==> config.mk <==
export PLATFORM = sky130hd
export DESIGN_NAME = ext_bus_port
export DESIGN_NICKNAME = d
export VERILOG_FILES = /design/src/ext_bus_pkg.sv /design/src/ext_bus_port.sv /design/src/step_divider.sv
export SDC_FILE = /design/constraint.sdc
export NUM_CORES = 1
export LEC_CHECK = 0
export ABC_AREA = 1
export BUFFER_PORTS_ARGS = -buffer_cell sky130_fd_sc_hd__buf_2
export CORE_ASPECT_RATIO = 2
export CORE_UTILIZATION = 40
export DETAILED_ROUTE_END_ITERATION = 8
export GPL_ROUTABILITY_DRIVEN = 0
export SLEW_MARGIN = 10
export SYNTH_ARGS = -nofsm -noshare
export SYNTH_HDL_FRONTEND = slang
export SYNTH_HIERARCHICAL = 1
export SYNTH_SLANG_ARGS = --single-unit
export TNS_END_PERCENT = 30
==> constraint.sdc <==
create_clock -name sys_clk -period 2.8 [get_ports sys_clk]
set_clock_uncertainty 0.1 [all_clocks]
set_input_delay 0.56 -clock sys_clk [delete_from_list [all_inputs] [get_ports sys_clk]]
set_output_delay 0.56 -clock sys_clk [all_outputs]
set_load 0.02 [all_outputs]
==> src/ext_bus_pkg.sv <==
package ext_bus_pkg;

    // APB byte addresses
    localparam logic [7:0] addr_ctrl = 8'h00;
    localparam logic [7:0] addr_p0_mode = 8'h04;
    localparam logic [7:0] addr_p0_data = 8'h08;
    localparam logic [7:0] addr_p1_mode = 8'h0c;
    localparam logic [7:0] addr_p1_data = 8'h10;
    localparam logic [7:0] addr_p2_dir = 8'h14;
    localparam logic [7:0] addr_p2_data = 8'h18;
    localparam logic [7:0] addr_xaddr = 8'h1c;
    localparam logic [7:0] addr_xdata = 8'h20;
    localparam logic [7:0] addr_xcmd = 8'h24;

    // Control register bits
    localparam int ctrl_float_bit = 0;
    localparam int ctrl_hs_bit = 1;

    // Command register bits
    localparam int cmd_go_bit = 0;
    localparam int cmd_write_bit = 1;
    localparam int cmd_data_space_bit = 2;
    localparam int stat_busy_bit = 0;

    // Port 0 nibble modes and port 1 byte modes, two bits each
    localparam logic [1:0] mode_input = 2'h0;
    localparam logic [1:0] mode_output = 2'h1;
    localparam logic [1:0] mode_address = 2'h2;

    localparam logic [3:0] p0_mode_reset = 4'h0;
    localparam logic [1:0] p1_mode_reset = 2'h0;
    localparam logic [7:0] p2_dir_reset = 8'h00;

    // Machine step time: 125 ns asked, counted in whole sys_clk cycles of 4 ns, which gives 31 cycles or 124 ns
    localparam int clk_period_ps = 4000;
    localparam int step_time_ns = 125;
    localparam int step_cycles = (step_time_ns * 1000) / clk_period_ps;

    typedef enum logic [2:0] {
        st_idle,
        st_addr,
        st_hold,
        st_data,
        st_done
    } cycle_state_type;

    typedef struct packed {
        logic address_strobe_n;
        logic data_strobe_n;
        logic read_write_n;
        logic data_space_select_n;
    } strobe_type;

endpackage : ext_bus_pkg

==> src/ext_bus_port.sv <==
// The register addresses and the APB interface to the registers were left to the implementer.
`timescale 1ns/1ps

// What this block does
// - One data strobe pulse per external transfer
// - Write data valid by data strobe fall
// - Address strobe pulses at machine cycle start
// - Address held valid at address strobe rise
// - Software floats strobes, direction, high port and address-mode low port
// - Direction line low on writes, high reads
// - High port nibbles: general I/O or address
// - Two control lines give high port handshake
// - Handshake direction follows upper nibble direction
// - Address A11-A8 low nibble, A15-A8 both
// - Nibble becomes I/O only by mode write or reset
// - Reset leaves all high port lines input
// - Low port set as whole byte, muxed bus
// - General port lines individually input or output
// - Data space select low for data loads
module ext_bus_port
    import ext_bus_pkg::*;
(
    input wire logic sys_clk,
    input wire logic resetn,
    input wire logic psel,
    input wire logic penable,
    input wire logic pwrite,
    input wire logic [7:0] paddr,
    input wire logic [31:0] pwdata,
    output logic [31:0] prdata,
    output logic pready,
    output logic pslverr,
    output strobe_type strobe_out,
    output logic strobe_oe_n,
    input wire logic [7:0] high_port_in,
    output logic [7:0] high_port_out,
    output logic [7:0] high_port_oe_n,
    input wire logic [7:0] low_port_in,
    output logic [7:0] low_port_out,
    output logic [7:0] low_port_oe_n,
    input wire logic [7:0] gp_port_in,
    output logic [7:0] gp_port_out,
    output logic [7:0] gp_port_oe_n,
    input wire logic high_port_handshake_valid_n_in,
    output logic high_port_handshake_valid_n_out,
    output logic high_port_handshake_valid_n_oe_n,
    input wire logic high_port_handshake_ready_in,
    output logic high_port_handshake_ready_out,
    output logic high_port_handshake_ready_oe_n
);
    function automatic logic [1:0] nibble_mode(input logic [3:0] modes,
                                               input int nib);
        nibble_mode = nib == 0 ? modes[1:0] : modes[3:2];
    endfunction : nibble_mode
    logic step_tick;
    // Software state
    logic float_bus;
    logic hs_enable;
    logic [3:0] p0_mode;
    logic [7:0] p0_data;
    logic [1:0] p1_mode;
    logic [7:0] p1_data;
    logic [7:0] p2_dir;
    logic [7:0] p2_data;
    logic [15:0] xaddr;
    logic [7:0] xdata;
    logic [7:0] xread;
    logic xwrite;
    logic xdata_space;
    logic go_pending;
    logic hs_pending;
    logic hs_full;
    logic [7:0] hs_latch;
    logic [31:0] prdata_q;
    logic next_float_bus;
    logic next_hs_enable;
    logic [3:0] next_p0_mode;
    logic [7:0] next_p0_data;
    logic [1:0] next_p1_mode;
    logic [7:0] next_p1_data;
    logic [7:0] next_p2_dir;
    logic [7:0] next_p2_data;
    logic [15:0] next_xaddr;
    logic [7:0] next_xdata;
    logic [7:0] next_xread;
    logic next_xwrite;
    logic next_xdata_space;
    logic next_go_pending;
    logic next_hs_pending;
    logic next_hs_full;
    logic [7:0] next_hs_latch;
    // Bus cycle state
    cycle_state_type state;
    cycle_state_type next_state;
    // Registered pins
    strobe_type next_strobe_out;
    logic next_strobe_oe_n;
    logic [7:0] next_high_port_out;
    logic [7:0] next_high_port_oe_n;
    logic [7:0] next_low_port_out;
    logic [7:0] next_low_port_oe_n;
    logic next_valid_n_out;
    logic next_valid_n_oe_n;
    logic next_ready_out;
    logic next_ready_oe_n;
    logic wr_access;
    logic rd_access;
    logic addr_hit;
    logic busy;
    logic hs_source;
    logic [31:0] rd_value;
    step_divider u_step_divider (
        .sys_clk(sys_clk),
        .resetn(resetn),
        .step_tick(step_tick)
    );
    assign wr_access = psel && penable && pwrite;
    assign rd_access = psel && !penable && !pwrite;
    assign busy = state != st_idle || go_pending;
    // Handshake direction comes from the upper nibble alone
    assign hs_source = nibble_mode(p0_mode, 1) == mode_output;
    assign pready = 1'b1;
    assign prdata = prdata_q;
    always_comb
    begin
        addr_hit = 1'b1;
        rd_value = 32'h0000_0000;
        case (paddr)
            addr_ctrl: rd_value = {30'h0, hs_enable, float_bus};
            addr_p0_mode: rd_value = {28'h0, p0_mode};
            addr_p0_data: rd_value = {24'h0,
                (hs_enable && !hs_source) ? hs_latch : high_port_in};
            addr_p1_mode: rd_value = {30'h0, p1_mode};
            addr_p1_data: rd_value = {24'h0, low_port_in};
            addr_p2_dir: rd_value = {24'h0, p2_dir};
            addr_p2_data: rd_value = {24'h0, gp_port_in};
            addr_xaddr: rd_value = {16'h0, xaddr};
            addr_xdata: rd_value = {24'h0, xread};
            addr_xcmd: rd_value = {31'h0, busy};
            default: addr_hit = 1'b0;
        endcase
    end
    assign pslverr = psel && penable && !addr_hit;
    always_comb
    begin
        next_float_bus = float_bus;
        next_hs_enable = hs_enable;
        next_p0_mode = p0_mode;
        next_p0_data = p0_data;
        next_p1_mode = p1_mode;
        next_p1_data = p1_data;
        next_p2_dir = p2_dir;
        next_p2_data = p2_data;
        next_xaddr = xaddr;
        next_xdata = xdata;
        next_xread = xread;
        next_xwrite = xwrite;
        next_xdata_space = xdata_space;
        next_go_pending = go_pending;
        next_hs_pending = hs_pending;
        next_hs_full = hs_full;
        next_hs_latch = hs_latch;
        next_state = state;
        // Handshake clears come first so a new event in the same cycle wins
        if (hs_pending && high_port_handshake_ready_in)
            next_hs_pending = 1'b0;
        if (rd_access && paddr == addr_p0_data
            && high_port_handshake_valid_n_in)
            next_hs_full = 1'b0;
        if (hs_enable && !hs_source && !hs_full
            && !high_port_handshake_valid_n_in)
        begin
            next_hs_full = 1'b1;
            next_hs_latch = high_port_in;
        end
        if (wr_access)
        begin
            case (paddr)
                addr_ctrl:
                begin
                    next_float_bus = pwdata[ctrl_float_bit];
                    next_hs_enable = pwdata[ctrl_hs_bit];
                end
                addr_p0_mode: next_p0_mode = pwdata[3:0];
                addr_p0_data:
                begin
                    next_p0_data = pwdata[7:0];
                    if (hs_enable && hs_source)
                        next_hs_pending = 1'b1;
                end
                addr_p1_mode: next_p1_mode = pwdata[1:0];
                addr_p1_data: next_p1_data = pwdata[7:0];
                addr_p2_dir: next_p2_dir = pwdata[7:0];
                addr_p2_data: next_p2_data = pwdata[7:0];
                addr_xaddr: next_xaddr = pwdata[15:0];
                addr_xdata: next_xdata = pwdata[7:0];
                addr_xcmd:
                begin
                    // A command given while busy is dropped
                    if (pwdata[cmd_go_bit] && !busy)
                    begin
                        next_go_pending = 1'b1;
                        next_xwrite = pwdata[cmd_write_bit];
                        next_xdata_space = pwdata[cmd_data_space_bit];
                    end
                end
                default: next_go_pending = go_pending;
            endcase
        end
        // One step per divider tick keeps every phase a whole machine step
        if (step_tick)
        begin
            case (state)
                st_idle:
                begin
                    if (go_pending && !float_bus)
                    begin
                        next_go_pending = 1'b0;
                        next_state = st_addr;
                    end
                end
                st_addr: next_state = st_hold;
                st_hold: next_state = st_data;
                st_data:
                begin
                    // Sampled on the clock before the data strobe rises
                    if (!xwrite)
                        next_xread = low_port_in;
                    next_state = st_done;
                end
                st_done: next_state = st_idle;
                default: next_state = st_idle;
            endcase
        end
    end
    always_comb
    begin
        next_strobe_out.address_strobe_n = state != st_addr;
        next_strobe_out.data_strobe_n = state != st_data;
        next_strobe_out.read_write_n =
            !(xwrite && state != st_idle);
        next_strobe_out.data_space_select_n =
            !(xdata_space && state != st_idle);
        next_strobe_oe_n = float_bus;
        // Address nibbles hold through the whole cycle, so they are
        // valid when the address strobe rises
        next_high_port_out = p0_data;
        for (int n = 0; n < 2; n++)
        begin
            if (nibble_mode(p0_mode, n) == mode_address)
                next_high_port_out[n * 4 +: 4] =
                    xaddr[8 + n * 4 +: 4];
            next_high_port_oe_n[n * 4 +: 4] = {4{float_bus
                || nibble_mode(p0_mode, n) == mode_input}};
        end
        next_low_port_out = p1_data;
        next_low_port_oe_n = {8{p1_mode != mode_output}};
        if (p1_mode == mode_address)
        begin
            next_low_port_oe_n = 8'hff;
            if (state == st_addr)
            begin
                next_low_port_out = xaddr[7:0];
                next_low_port_oe_n = 8'h00;
            end
            else if ((state == st_hold || state == st_data) && xwrite)
            begin
                // Driven a step ahead of the strobe fall
                next_low_port_out = xdata;
                next_low_port_oe_n = 8'h00;
            end
            if (float_bus)
                next_low_port_oe_n = 8'hff;
        end
        next_valid_n_out = !hs_pending;
        next_valid_n_oe_n = !(hs_enable && hs_source);
        next_ready_out = !hs_full;
        next_ready_oe_n = !(hs_enable && !hs_source);
    end
    // General port: each line drives when its direction bit is set
    generate
        for (genvar g = 0; g < 8; g++)
        begin : gen_gp
            always_ff @(posedge sys_clk or negedge resetn)
            begin
                if (!resetn)
                begin
                    gp_port_out[g] <= 1'b0;
                    gp_port_oe_n[g] <= 1'b1;
                end
                else
                begin
                    gp_port_out[g] <= p2_data[g];
                    gp_port_oe_n[g] <= !p2_dir[g];
                end
            end
        end
    endgenerate
    always_ff @(posedge sys_clk or negedge resetn)
    begin
        if (!resetn)
        begin
            float_bus <= 1'b0;
            hs_enable <= 1'b0;
            p0_mode <= p0_mode_reset;
            p0_data <= 8'h00;
            p1_mode <= p1_mode_reset;
            p1_data <= 8'h00;
            p2_dir <= p2_dir_reset;
            p2_data <= 8'h00;
            xaddr <= 16'h0000;
            xdata <= 8'h00;
            xread <= 8'h00;
            xwrite <= 1'b0;
            xdata_space <= 1'b0;
            go_pending <= 1'b0;
            hs_pending <= 1'b0;
            hs_full <= 1'b0;
            hs_latch <= 8'h00;
            prdata_q <= 32'h0000_0000;
            state <= st_idle;
            strobe_out <= '1;
            strobe_oe_n <= 1'b0;
            high_port_out <= 8'h00;
            high_port_oe_n <= 8'hff;
            low_port_out <= 8'h00;
            low_port_oe_n <= 8'hff;
            high_port_handshake_valid_n_out <= 1'b1;
            high_port_handshake_valid_n_oe_n <= 1'b1;
            high_port_handshake_ready_out <= 1'b1;
            high_port_handshake_ready_oe_n <= 1'b1;
        end
        else
        begin
            float_bus <= next_float_bus;
            hs_enable <= next_hs_enable;
            p0_mode <= next_p0_mode;
            p0_data <= next_p0_data;
            p1_mode <= next_p1_mode;
            p1_data <= next_p1_data;
            p2_dir <= next_p2_dir;
            p2_data <= next_p2_data;
            xaddr <= next_xaddr;
            xdata <= next_xdata;
            xread <= next_xread;
            xwrite <= next_xwrite;
            xdata_space <= next_xdata_space;
            go_pending <= next_go_pending;
            hs_pending <= next_hs_pending;
            hs_full <= next_hs_full;
            hs_latch <= next_hs_latch;
            if (rd_access)
                prdata_q <= rd_value;
            state <= next_state;
            strobe_out <= next_strobe_out;
            strobe_oe_n <= next_strobe_oe_n;
            high_port_out <= next_high_port_out;
            high_port_oe_n <= next_high_port_oe_n;
            low_port_out <= next_low_port_out;
            low_port_oe_n <= next_low_port_oe_n;
            high_port_handshake_valid_n_out <= next_valid_n_out;
            high_port_handshake_valid_n_oe_n <= next_valid_n_oe_n;
            high_port_handshake_ready_out <= next_ready_out;
            high_port_handshake_ready_oe_n <= next_ready_oe_n;
        end
    end
endmodule : ext_bus_port

==> src/step_divider.sv <==
`timescale 1ns/1ps

module step_divider
    import ext_bus_pkg::*;
(
    input wire logic sys_clk,
    input wire logic resetn,
    output logic step_tick
);

    localparam logic [7:0] last_count = 8'(step_cycles - 1);

    logic [7:0] count;
    logic [7:0] next_count;
    logic next_step_tick;

    always_comb
    begin
        next_step_tick = 1'b0;
        next_count = count + 8'h01;
        if (count == last_count)
        begin
            next_count = 8'h00;
            next_step_tick = 1'b1;
        end
    end

    always_ff @(posedge sys_clk or negedge resetn)
    begin
        if (!resetn)
        begin
            count <= 8'h00;
            step_tick <= 1'b0;
        end
        else
        begin
            count <= next_count;
            step_tick <= next_step_tick;
        end
    end

endmodule : step_divider

==> metrics.csv <==
metric;value;unit
Sw Share;0.2354;
maximum fanout along the worst path;7;
hold_buf cts;1;
Max Fclk;0.4153;GHz
placed cell count;1105;
commonest non-fill, non-tap cell in the layout;nand2_1;
clock buffer count from CTS;17;
post-synthesis compound-gate area fraction;0.1021;
global-route wire length before repair;27320;um
DRT Pass-1 Iters;4;
number of cells on the critical path;8;
PwrDens;567.1;nW/um^2
relative slew slack;0.4909;
post-synthesis mux area share;0.01607;
Die Span Y;192.3;um
Hold Worst Slack;0.2652;ns
ANT cells;0;
Comb pwr share;0.059;
worst skew pair latency;0.42;ns
clock root buffer;clkbuf_16;
Die Span X;97.13;um
largest net degree at the start of global routing;54;
crit-path cells;buf_2 > nor2_4 > nand3_2 > nor2_4 > nor3_2 > nand3_1 > nor2_1 > buf_2;
die area;18670;um^2
vias in the first global route;5139;
clk sink count;157;
adder-cell area share of the yosys netlist;0.003457;
final setup margin;0.3924;ns
Flop pwr share;0.479;
LEAKAGE;4.525;nW
DRT iter0 DRCs;228;
main combinational cell family by area after synthesis;simple AND/OR/NAND/NOR gates;
Hold Path Depth;1;
Maximum Capacitance Violations;0;
clk slew on worst S/H paths;0.06;ns
TritonCTS clock tree;built;
Final Cycle Share;0.8599;
Final Setup Violations;0;
Hold Crit Class;reg -> reg;
initial antenna violation count;0;
internal power;3.697;mW
actual slew at the worst max-slew pin;0.7637;ns
XOR/XNOR Fraction of Synth Area;0;
Sw Pwr;1.138;mW
HPWL after DPL;13120;um
WP data required;2.14;ns
RSZ-0062 raised after global routing;false;
top-level I/O count;162;
Layout area overhead;17.78;%
Yosys cell types;40;
CP arrival;1.75;ns
Initial Util;0.4090;
power share of the clock group;0.462;
H-tree Lvls;4;
Final Instance Count excl. Fillers;1138;
simple-gate share of the synthesized area;0.2345;
I/O Buffers;128;
Worst Setup End Kind;output port;
Seq/Total Area, Yosys;0.5460;
Nets;985;
Final Hold Viols;0;
grt ovf;0;
Worst path max stage delay;0.27;ns
Routed WL;17220;um
drt wl/cell;15.13;um
final core area utilization;0.4818;
crit path time final;2.408;ns
Mean Syn Cell Area;9.210;um^2
total via count in the routed design;5307;
Clock Path Buffers;2;
Max VDD drop;0.3580;mV
Worst path top cell family by delay;simple AND/OR/NAND/NOR gates;
WP buf/inv;2;
Antenna Nets Post-Route;0;
post_cts resized;0;
Final Max Tran Viols;0;
DRC viols;0;
post-CTS setup buffers;0;
Core ar.;17700;um^2
synthesized area;7239;um^2
slowest CP cell;nor2_4;
pre-CTS setup slack;0.3710;ns
GRT Total Usage;0.1925;
startpoint type of the worst setup path;input port;
worst reg2reg path depth;6;
Setup TNS Final;0;ns
layout cells sized above 1;0.3005;
# rows;69;
Post-Syn Instances;786;
#FFs+latches synth;157;
DR vias/cell;4.663;
CP Class;in -> out;
status;completed;
warnings from Yosys;6;
highest-count cells in the layout ignoring fill and taps;nand2_1 (223), dfrtp_1 (138), buf_2 (127), inv_1 (83), nor2_1 (49);
worst reg2reg max path, stage by stage (launching register included):
cell and delay, ns:
dfrtp_1 0.40, inv_1 0.08, nand2_1 0.11, nand2_2 0.18, inv_4 0.17, nand3_2 0.30
mux2_1 0.41
worst paths after layout:
kind	startpoint	end	slack (ns)
min in group asynchronous	resetn	u_step_divider/count[0]$_DFF_PN0_	0.56
hold reg to reg	hs_pending$_DFF_PN0_	high_port_handshake_valid_n_out$_DFF_PN1_	0.27
setup / recovery	paddr[1]	pslverr	0.39
setup reg to reg	p0_mode[3]$_DFFE_PN0P_	hs_latch[0]$_DFFE_PN0P_	0.92
max in group asynchronous	resetn	high_port_handshake_ready_out$_DFF_PN1_	1.29
hold / removal	hs_pending$_DFF_PN0_	high_port_handshake_valid_n_out$_DFF_PN1_	0.27
power groups by stage:
stage	combinational [mW]	clock [mW]	sequential [mW]
6_report	0.284	2.24	2.32
5_1_grt	0.314	2.38	2.32
4_1_cts	0.291	2.28	2.32
3_5_place_dp	0.290	0	2.36
3_3_place_gp	0.289	0	2.36
2_1_floorplan	0.144	0	2.37
cell usage after synthesis, drive strengths merged:
cell      n  area share
nand3    48       0.040
nand2   238        0.13
o21bai    1      0.0010
nor2     67       0.050
ha        2      0.0035
conb      2      0.0010
dfstp    19       0.069
inv      90       0.048
a21oi    10      0.0095
buf      42       0.047
clkbuf    3      0.0016
or2       2      0.0017
o21ai    97       0.084
a31oi     7      0.0060
nor4      1     0.00086
nand4     2      0.0017
dfrtp   138        0.48
nor3      6      0.0055
o211ai    1      0.0010
mux2      9       0.016
o22ai     1     0.00086
kinds of logic (layout without fill, tap and decap cells):
family | count (synthesis) | in the layout
AOI/OAI and AO/OA | 117 | 117
DFF | 157 | 157
adders and majority gates | 2 | 2
muxes | 9 | 9
other | 2 | 17
buffers and inverters | 135 | 259
and+or+nand+nor | 364 | 364
cell type report:
class	instances	area, um^2
repair buffers	137	742.0
flip-flops and latches	157	3953
well taps	213	266.5
multi-input cells	509	2643
fillers	1718	9171
clock buffers	23	488.0
inverters	90	347.8
clock inverters	9	87.58
flip-flops by register name, indices dropped and copies added (netlist names), 3 cells and up:
| register | flops |
|---|---|
| prdata | 16 |
| xaddr | 16 |
| gp_port_oe_n | 8 |
| gp_port_out | 8 |
| high_port_out | 8 |
| hs_latch | 8 |
| low_port_out | 8 |
| p0_data | 8 |
| p1_data | 8 |
| p2_data | 8 |
| p2_dir | 8 |
| u_step_divider/count | 8 |
| xdata | 8 |
| xread | 8 |
| p0_mode | 4 |
| strobe_out | 4 |
| state | 3 |
metrics by stage:
step	power (mW)	cell area, um^2
after global routing	5.013	8527
after floorplan	2.514	7296
after detailed placement	2.645	7941
final	4.836	8527
after global placement	2.644	7941
after CTS	4.884	8527
per-layer routing:
metal,share of wire,vias up,GRT usage
li1,-,2692,-
met1,0.38,2491,0.2032
met2,0.58,106,0.3719
met3,0.026,18,0.03368
met4,0.018,0,0.07807
met5,0,-,0
No activity file was read; power rests on OpenSTA's default activity.
